File: src/mdr_consts.svh
`ifndef MDR_CONSTS_SVH
`define MDR_CONSTS_SVH

// ============================================================
// Register offsets.
`define MDR_OFS_Y_LOW 8'h10
`define MDR_OFS_Y_HIGH 8'h11
`define MDR_OFS_Z_LOW 8'h12
`define MDR_OFS_Z_HIGH 8'h13
`define MDR_OFS_TEMP_LOW 8'h14
`define MDR_OFS_TEMP_HIGH 8'h15
`define MDR_OFS_RESET_KEY 8'h1f
`define MDR_OFS_MTHR_LOW 8'h20
`define MDR_OFS_MTHR_HIGH 8'h21
`define MDR_OFS_MDWELL 8'h22
`define MDR_OFS_STHR_LOW 8'h23
`define MDR_OFS_STHR_HIGH 8'h24
`define MDR_OFS_SDWELL_LOW 8'h25
`define MDR_OFS_SDWELL_HIGH 8'h26

// ============================================================
// Field positions and values.
`define MDR_SIGN_BIT 11
`define MDR_THR_HIGH_MSB 2
`define MDR_RESET_KEY_CODE 8'h52
`define MDR_KEY_READ_VALUE 8'h00
`define MDR_REG_RESET 8'h00
`define MDR_UNMAPPED_READ 8'h00

// ============================================================
// Timing.
`define MDR_CLK_PERIOD_NS 4
`define MDR_RESET_WAIT_NS 500000

`endif

File: src/mdr_pkg.sv
package mdr_pkg;

    typedef logic [11:0] mdr_sample_t;
    typedef logic [11:0] mdr_mag_t;
    typedef logic [10:0] mdr_thr_t;
    typedef logic [15:0] mdr_dwell_t;

endpackage : mdr_pkg
File: src/mdr_motion_regs.sv
// Overview of operation
// - Y axis result split: low byte bits 7..0, high nibble bits 11..8.
// - Top four bits of each high result register copy result bit 11.
// - Z axis result sign-extended across its low and high registers.
// - Temperature result sign-extended, high register top bits all equal.
// - Writing the key code resets every setting at once; others ignored.
// - After soft reset the interrupt pins float, held by keepers.
// - Reset-key register is write-only and reads back zero.
// - Activity compares each signed sample magnitude with 11-bit threshold.
// - Activity threshold is low byte plus three low bits of high register.
// - Activity declared after programmed run of above-threshold samples.
// - Activity dwell of zero behaves as one.
// - In wake-up mode activity needs a single above-threshold sample.
// - Inactivity compares each sample magnitude with 11-bit threshold.
// - Inactivity threshold is low byte plus three low bits of high register.
// - Inactivity declared after programmed 16-bit run of all-below samples.
// - Inactivity dwell is high register bits 15..8, low register 7..0.
// - Inactivity dwell of zero behaves as one.
// - Inactivity dwell counter reaches the full 16-bit maximum.
// - Each detector runs only while its enable bit is one.
// - An activity detection sets the activity status flag.
//
// Decided for this implementation: the plain strobed port.
`timescale 1ns/100ps
`default_nettype none
`include "mdr_consts.svh"

module mdr_motion_regs #(
    parameter int unsigned RESET_WAIT_CYCLES =
        (`MDR_RESET_WAIT_NS + `MDR_CLK_PERIOD_NS - 1) / `MDR_CLK_PERIOD_NS
) (
    input wire logic core_clk,
    input wire logic rst_n,
    input wire logic [7:0] reg_addr,
    input wire logic [7:0] reg_wdata,
    input wire logic reg_wr,
    input wire logic reg_rd,
    output logic [7:0] reg_rdata,
    input wire logic sample_valid,
    input wire logic [11:0] x_sample,
    input wire logic [11:0] y_sample,
    input wire logic [11:0] z_sample,
    input wire logic temp_valid,
    input wire logic [11:0] temp_sample,
    input wire logic motion_detect_enable,
    input wire logic stillness_detect_enable,
    input wire logic wake_up_mode,
    input wire logic flag_clear,
    input wire logic int1_level,
    input wire logic int2_level,
    input wire logic int_drive_enable,
    output logic int1_out,
    output logic int1_oe,
    output logic int2_out,
    output logic int2_oe,
    output logic motion_flag,
    output logic stillness_flag,
    output logic motion_event,
    output logic stillness_event,
    output logic soft_reset_pulse,
    output logic reset_busy
);

    // ============================================================
    // Helpers.
    function automatic mdr_pkg::mdr_mag_t mdr_abs(
        input mdr_pkg::mdr_sample_t s
    );
        mdr_abs = s[`MDR_SIGN_BIT] ? mdr_pkg::mdr_mag_t'(~s + 12'h001) : s;
    endfunction : mdr_abs

    function automatic logic [7:0] mdr_sx_high(
        input mdr_pkg::mdr_sample_t s
    );
        mdr_sx_high = {{4{s[`MDR_SIGN_BIT]}}, s[11:8]};
    endfunction : mdr_sx_high

    // ============================================================
    // Soft reset decode.
    logic soft_hit;
    logic wr_any;

    assign wr_any = reg_wr;
    assign soft_hit = reg_wr && (reg_addr == `MDR_OFS_RESET_KEY) &&
        (reg_wdata == `MDR_RESET_KEY_CODE);

    // ============================================================
    // Result registers.
    mdr_pkg::mdr_sample_t y_q;
    mdr_pkg::mdr_sample_t z_q;
    mdr_pkg::mdr_sample_t temp_q;

    always_ff @(posedge core_clk or negedge rst_n) begin
        if (!rst_n) begin
            y_q <= 12'h000;
            z_q <= 12'h000;
        end else if (soft_hit) begin
            y_q <= 12'h000;
            z_q <= 12'h000;
        end else if (sample_valid) begin
            y_q <= y_sample;
            z_q <= z_sample;
        end
    end

    always_ff @(posedge core_clk or negedge rst_n) begin
        if (!rst_n) begin
            temp_q <= 12'h000;
        end else if (soft_hit) begin
            temp_q <= 12'h000;
        end else if (temp_valid) begin
            temp_q <= temp_sample;
        end
    end

    // ============================================================
    // Configuration registers.
    logic [7:0] mthr_low_q;
    logic [2:0] mthr_high_q;
    logic [7:0] mdwell_q;
    logic [7:0] sthr_low_q;
    logic [2:0] sthr_high_q;
    logic [7:0] sdwell_low_q;
    logic [7:0] sdwell_high_q;

    always_ff @(posedge core_clk or negedge rst_n) begin
        if (!rst_n) begin
            mthr_low_q <= `MDR_REG_RESET;
            mthr_high_q <= 3'h0;
            mdwell_q <= `MDR_REG_RESET;
            sthr_low_q <= `MDR_REG_RESET;
            sthr_high_q <= 3'h0;
            sdwell_low_q <= `MDR_REG_RESET;
            sdwell_high_q <= `MDR_REG_RESET;
        end else if (soft_hit) begin
            mthr_low_q <= `MDR_REG_RESET;
            mthr_high_q <= 3'h0;
            mdwell_q <= `MDR_REG_RESET;
            sthr_low_q <= `MDR_REG_RESET;
            sthr_high_q <= 3'h0;
            sdwell_low_q <= `MDR_REG_RESET;
            sdwell_high_q <= `MDR_REG_RESET;
        end else if (reg_wr) begin
            unique case (reg_addr)
                `MDR_OFS_MTHR_LOW: mthr_low_q <= reg_wdata;
                `MDR_OFS_MTHR_HIGH: begin
                    mthr_high_q <= reg_wdata[`MDR_THR_HIGH_MSB:0];
                end
                `MDR_OFS_MDWELL: mdwell_q <= reg_wdata;
                `MDR_OFS_STHR_LOW: sthr_low_q <= reg_wdata;
                `MDR_OFS_STHR_HIGH: begin
                    sthr_high_q <= reg_wdata[`MDR_THR_HIGH_MSB:0];
                end
                `MDR_OFS_SDWELL_LOW: sdwell_low_q <= reg_wdata;
                `MDR_OFS_SDWELL_HIGH: sdwell_high_q <= reg_wdata;
                default: begin
                end
            endcase
        end
    end

    mdr_pkg::mdr_thr_t motion_threshold;
    mdr_pkg::mdr_thr_t stillness_threshold;
    mdr_pkg::mdr_dwell_t stillness_dwell;

    assign motion_threshold = {mthr_high_q, mthr_low_q};
    assign stillness_threshold = {sthr_high_q, sthr_low_q};
    assign stillness_dwell = {sdwell_high_q, sdwell_low_q};

    // ============================================================
    // Per-axis threshold comparison.
    mdr_pkg::mdr_sample_t axis [3];
    logic [2:0] above;
    logic [2:0] below;

    assign axis[0] = x_sample;
    assign axis[1] = y_sample;
    assign axis[2] = z_sample;

    for (genvar i = 0; i < 3; i++) begin : g_axis
        mdr_pkg::mdr_mag_t mag;
        assign mag = mdr_abs(axis[i]);
        assign above[i] = mag > {1'b0, motion_threshold};
        assign below[i] = mag < {1'b0, stillness_threshold};
    end

    // ============================================================
    // Activity dwell counter.
    logic [7:0] mcnt_q;
    logic [7:0] mtarget;
    logic motion_hit;

    always_comb begin
        if (wake_up_mode) begin
            mtarget = 8'h01;
        end else if (mdwell_q == 8'h00) begin
            mtarget = 8'h01;
        end else begin
            mtarget = mdwell_q;
        end
    end

    assign motion_hit = sample_valid && motion_detect_enable &&
        (|above) && (mcnt_q < mtarget) &&
        ((mcnt_q + 8'h01) == mtarget);

    always_ff @(posedge core_clk or negedge rst_n) begin
        if (!rst_n) begin
            mcnt_q <= 8'h00;
        end else if (soft_hit || !motion_detect_enable) begin
            mcnt_q <= 8'h00;
        end else if (sample_valid) begin
            if (!(|above)) begin
                mcnt_q <= 8'h00;
            end else if (mcnt_q < mtarget) begin
                mcnt_q <= mcnt_q + 8'h01;
            end
        end
    end

    // ============================================================
    // Inactivity dwell counter.
    mdr_pkg::mdr_dwell_t scnt_q;
    mdr_pkg::mdr_dwell_t starget;
    logic still_hit;

    assign starget = (stillness_dwell == 16'h0000) ? 16'h0001 :
        stillness_dwell;

    assign still_hit = sample_valid && stillness_detect_enable &&
        (&below) && (scnt_q < starget) &&
        ((scnt_q + 16'h0001) == starget);

    always_ff @(posedge core_clk or negedge rst_n) begin
        if (!rst_n) begin
            scnt_q <= 16'h0000;
        end else if (soft_hit || !stillness_detect_enable) begin
            scnt_q <= 16'h0000;
        end else if (sample_valid) begin
            if (!(&below)) begin
                scnt_q <= 16'h0000;
            end else if (scnt_q < starget) begin
                scnt_q <= scnt_q + 16'h0001;
            end
        end
    end

    // ============================================================
    // Events and sticky flags.
    always_ff @(posedge core_clk or negedge rst_n) begin
        if (!rst_n) begin
            motion_event <= 1'b0;
            stillness_event <= 1'b0;
        end else begin
            motion_event <= motion_hit && !soft_hit;
            stillness_event <= still_hit && !soft_hit;
        end
    end

    always_ff @(posedge core_clk or negedge rst_n) begin
        if (!rst_n) begin
            motion_flag <= 1'b0;
            stillness_flag <= 1'b0;
        end else if (soft_hit) begin
            motion_flag <= 1'b0;
            stillness_flag <= 1'b0;
        end else begin
            motion_flag <= motion_hit || (motion_flag && !flag_clear);
            stillness_flag <= still_hit || (stillness_flag && !flag_clear);
        end
    end

    // ============================================================
    // Interrupt pin release and reset recovery.
    logic float_q;
    logic [16:0] wait_q;

    always_ff @(posedge core_clk or negedge rst_n) begin
        if (!rst_n) begin
            float_q <= 1'b1;
        end else if (soft_hit) begin
            float_q <= 1'b1;
        end else if (wr_any) begin
            float_q <= 1'b0;
        end
    end

    always_ff @(posedge core_clk or negedge rst_n) begin
        if (!rst_n) begin
            int1_out <= 1'b0;
            int2_out <= 1'b0;
            int1_oe <= 1'b0;
            int2_oe <= 1'b0;
        end else begin
            int1_out <= int1_level;
            int2_out <= int2_level;
            int1_oe <= int_drive_enable && !float_q && !soft_hit;
            int2_oe <= int_drive_enable && !float_q && !soft_hit;
        end
    end

    always_ff @(posedge core_clk or negedge rst_n) begin
        if (!rst_n) begin
            soft_reset_pulse <= 1'b0;
        end else begin
            soft_reset_pulse <= soft_hit;
        end
    end

    always_ff @(posedge core_clk or negedge rst_n) begin
        if (!rst_n) begin
            wait_q <= 17'h00000;
        end else if (soft_hit) begin
            wait_q <= 17'(RESET_WAIT_CYCLES);
        end else if (wait_q != 17'h00000) begin
            wait_q <= wait_q - 17'h00001;
        end
    end

    assign reset_busy = wait_q != 17'h00000;

    // ============================================================
    // Read port.
    logic [7:0] rd_d;

    always_comb begin
        unique case (reg_addr)
            `MDR_OFS_Y_LOW: rd_d = y_q[7:0];
            `MDR_OFS_Y_HIGH: rd_d = mdr_sx_high(y_q);
            `MDR_OFS_Z_LOW: rd_d = z_q[7:0];
            `MDR_OFS_Z_HIGH: rd_d = mdr_sx_high(z_q);
            `MDR_OFS_TEMP_LOW: rd_d = temp_q[7:0];
            `MDR_OFS_TEMP_HIGH: rd_d = mdr_sx_high(temp_q);
            `MDR_OFS_RESET_KEY: rd_d = `MDR_KEY_READ_VALUE;
            `MDR_OFS_MTHR_LOW: rd_d = mthr_low_q;
            `MDR_OFS_MTHR_HIGH: rd_d = {5'h00, mthr_high_q};
            `MDR_OFS_MDWELL: rd_d = mdwell_q;
            `MDR_OFS_STHR_LOW: rd_d = sthr_low_q;
            `MDR_OFS_STHR_HIGH: rd_d = {5'h00, sthr_high_q};
            `MDR_OFS_SDWELL_LOW: rd_d = sdwell_low_q;
            `MDR_OFS_SDWELL_HIGH: rd_d = sdwell_high_q;
            default: rd_d = `MDR_UNMAPPED_READ;
        endcase
    end

    always_ff @(posedge core_clk or negedge rst_n) begin
        if (!rst_n) begin
            reg_rdata <= 8'h00;
        end else if (reg_rd) begin
            reg_rdata <= rd_d;
        end else begin
            reg_rdata <= 8'h00;
        end
    end

endmodule : mdr_motion_regs

`default_nettype wire

File: config.mk
export PLATFORM = sky130hd
export DESIGN_NAME = mdr_motion_regs
export DESIGN_NICKNAME = d
export VERILOG_FILES = /design/src/mdr_pkg.sv /design/src/mdr_motion_regs.sv
export VERILOG_INCLUDE_DIRS = /design/src
export SDC_FILE = /design/constraint.sdc
export NUM_CORES = 1
export LEC_CHECK = 0
export BUFFER_PORTS_ARGS = -buffer_cell sky130_fd_sc_hd__buf_2
export CORE_UTILIZATION = 30
export CTS_CLUSTER_DIAMETER = 80
export DETAILED_ROUTE_END_ITERATION = 7
export GPL_TIMING_DRIVEN = 0
export PLACE_DENSITY_LB_ADDON = 0.1
export REMOVE_ABC_BUFFERS = 1
export SLEW_MARGIN = 20
export SYNTH_ARGS = -nofsm -noshare
export SYNTH_HDL_FRONTEND = slang
export SYNTH_SLANG_ARGS = --single-unit
File: constraint.sdc
create_clock -name core_clk -period 3.7 [get_ports core_clk]
set_input_delay 0.185 -clock core_clk [delete_from_list [all_inputs] [get_ports core_clk]]
set_output_delay 0.185 -clock core_clk [all_outputs]
set_load 0.02 [all_outputs]
==> metrics.md <==
| Metric | Value |
|---|---|
| GRT Util Overall | 0.192 |
| CTS tree | yes |
| Number of global-route vias before repair | 7935 |
| Iteration-0 DRC Markers | 529 |
| Port Buf Inserts | 94 |
| Synth area leaders | dfrtp_1, ha_1, xnor2_1 |
| Area growth, synth to finish | 17.0% |
| Max Root-Sink Buffers | 2 |
| GPL Wtd Cong | 0.809 |
| Routed Antenna Nets | 0 |
| CTS sink count | 140 |
| Initial antenna violation count | 0 |
| DIE WIDTH | 182 um |
| I/O Pins | 95 |
| Worst Setup End Kind | register |
| Routed vias | 8024 |
| Synth top area share | 0.359 |
| DP Worst Slack | -1.37 ns |
| DRC Markers | 0 |
| Worst-path fanout max | 6 |
| Die Y | 182 um |
| Most frequent cells in the layout | dfrtp_1, ha_1, buf_2, nand2_1, nor2_1 |
| Largest net degree at the start of global routing | 75 |
| Type of origin of the critical path | input port |
| Average size of a mapped cell | 9.46 um2 |
| Power Density | 372 nW/um2 |
| Placed Area | 10600 um2 |
| Fmax | 0.283 GHz |
| Synth area leader | dfrtp_1 |
| Max Cap Viol | 0 |
| First-pass GRT wire length | 47.8 mm |
| Hold Crit Class | input port to register |
| Netlist Area Pre-Place | 9700 um2 |
| Placeable Area | 31600 um2 |
| Placed wire-length estimate | 23.5 mm |
| Leak | 0.00484 uW |
| Final TNS setup | 0 ns |
| Synth async-reset ratio | 1.00 |
| Period utilization | 0.955 |
| Clk_skew | 0.0135 ns |
| Min cycle time layout | 3.53 ns |
| Final setup viols | 0 |
| # rows | 65 |
| Worst slew pin tran | 1.04 ns |
| Cts bufs inserted | 17 |
| Synth Warn # | 0 |
| Slew HR | 0.301 |
| Final hold slack | 0.00777 ns |
| Slew Limit Fails | 0 |
| Drt total wl | 30.7 mm |
| Average via count per standard cell | 5.23 |
| Initial Utilization | 0.306 |
| Maximum vdd drop | 309 uV |
| Seq/Total Area, Yosys | 0.361 |
| Crit path required time | 4.02 ns |
| Die ar. | 33000 um2 |
| FF+latch count, synth | 140 |
| Commonest register cell after synthesis | dfrtp_1 |
| Setup ws final | 0.166 ns |
| Synth unique cells | 71 |
| DRT Pass-1 Iters | 6 |
| Status | finished clean |
| RSZ-0062 raised after global routing | true |
| Later-pin clock latency in the skew report | 0.44 ns |
| Share of layout cells above drive strength 1 | 0.170 |
| Most common cell after layout, fill and taps aside | dfrtp_1 |
| Post-layout total power | 4220 uW |
| WL per Instance | 20.0 um |
| Setup CP Type | input port to register |
| Number of synthesized flops with an enable pin | 0 |
| Cells after Synth | 1025 |
| GRT Residual Overflow | 0 |
| CTS clk-pin slew, worst paths | 0.07 ns |
| R2r setup slk | 0.60 ns |
| Root buffer cell | clkbuf_16 |
| Arrival time worst endpoint | 3.85 ns |
| Final Hold Fails | 0 |
| Htree depth | 4 |
| Final net count | 1288 |
| Design area | 11300 um2 |
## layout make-up
class / count / area, um2
clock buffer: 20 / 447
timing repair buffer: 106 / 617
sequential: 140 / 3500
clock inverter: 12 / 128
multi-input combinational: 791 / 5900
tap: 402 / 503
inverter: 62 / 235
antenna: 1 / 2.50
fill: 3222 / 20300
## worst max-delay path: stages
cell	delay [ns]
buf_2	0.11
inv_1	0.11
ha_1	0.17
nand2b_1	0.16
or3_1	0.46
o41ai_2	0.25
xnor2_1	0.14
ha_1	0.31
nand3_1	0.10
or2_2	0.34
nor2_1	0.12
a31oi_1	0.07
or4b_2	0.74
and3_1	0.29
mux2_2	0.28
## what timing repair did
action,CTS,global route
buffers inserted,1,0
gates resized for setup,4,9
hold endpoints to repair,81,0
hold buffers,9,0
setup endpoints to repair,18,21
pin swaps,1,1
## metal layers
metal / GRT usage / up-vias / share of wire
met5: 0 / - / 0
met4: 0.0363 / 0 / 0.0075
met3: 0.0259 / 18 / 0.031
met2: 0.306 / 137 / 0.46
met1: 0.276 / 3916 / 0.50
li1: - / 3953 / -
## cells by family (layout without fill, tap and decap cells)
family,count (synthesis),after routing,share of synthesized area
simple gates,329,329,0.173
xor+xnor,75,75,0.0678
other cells,0,1,0
buf+inv,94,200,0.0381
flops,140,140,0.361
compound gates,224,224,0.160
fa+ha+maj,93,93,0.120
mux,70,70,0.0790
## sequential cells by signal, indices dropped and copies added, names as in the netlist, 12 cells and up
| name | flops |
|---|---|
| y_q | 12 |
| wait_q | 17 |
| scnt_q | 16 |
| temp_q | 12 |
| z_q | 12 |
## metrics by stage
stage / util / cells
final: 0.358 / 1534
after global routing: 0.358 / 1533
after global placement: 0.333 / 1489
after detailed placement: 0.335 / 1491
after CTS: 0.357 / 1533
after floorplan: - / 993
## path summary, 6_finish.rpt
check / from / end / depth (start not counted)
max reg2reg: sthr_high_q[1]$_DFFE_PN0P_ / scnt_q[5]$_DFFE_PN0P_ / 9
max: z_sample[0] / mcnt_q[0]$_DFFE_PN0P_ / 15
min in group asynchronous: rst_n / scnt_q[5]$_DFFE_PN0P_ / 2
min reg2reg: stillness_flag$_DFF_PN0_ / stillness_flag$_DFF_PN0_ / 1
min: temp_sample[3] / temp_q[3]$_DFFE_PN0P_ / 3
max in group asynchronous: rst_n / float_q$_DFFE_PN1P_ / 3
## synthesized netlist by cell type (all sizes together) (11+ instances only)
cell and number:
a21oi 30, a221oi 15, a22o 15, a31oi 13, buf 11, clkbuf 21
dfrtp 139, ha 93, inv 62, mux2 32, mux2i 36, nand2 89
nand2b 20, nand3 29, nand4 17, nor2 82, nor3 21, nor4 18
o211ai 13, o21ai 56, xnor2 58, xor2 17
## power breakdown
part | leakage, uW | switching [uW] | internal (uW) | total (uW)
registers | 0.00178 | 90.4 | 1620 | 1710
logic | 0.00278 | 459 | 323 | 782
clock network | 0.000279 | 758 | 964 | 1720
total | 0.00484 | 1310 | 2910 | 4220
Note: power is estimated with default switching activity, not from simulation.
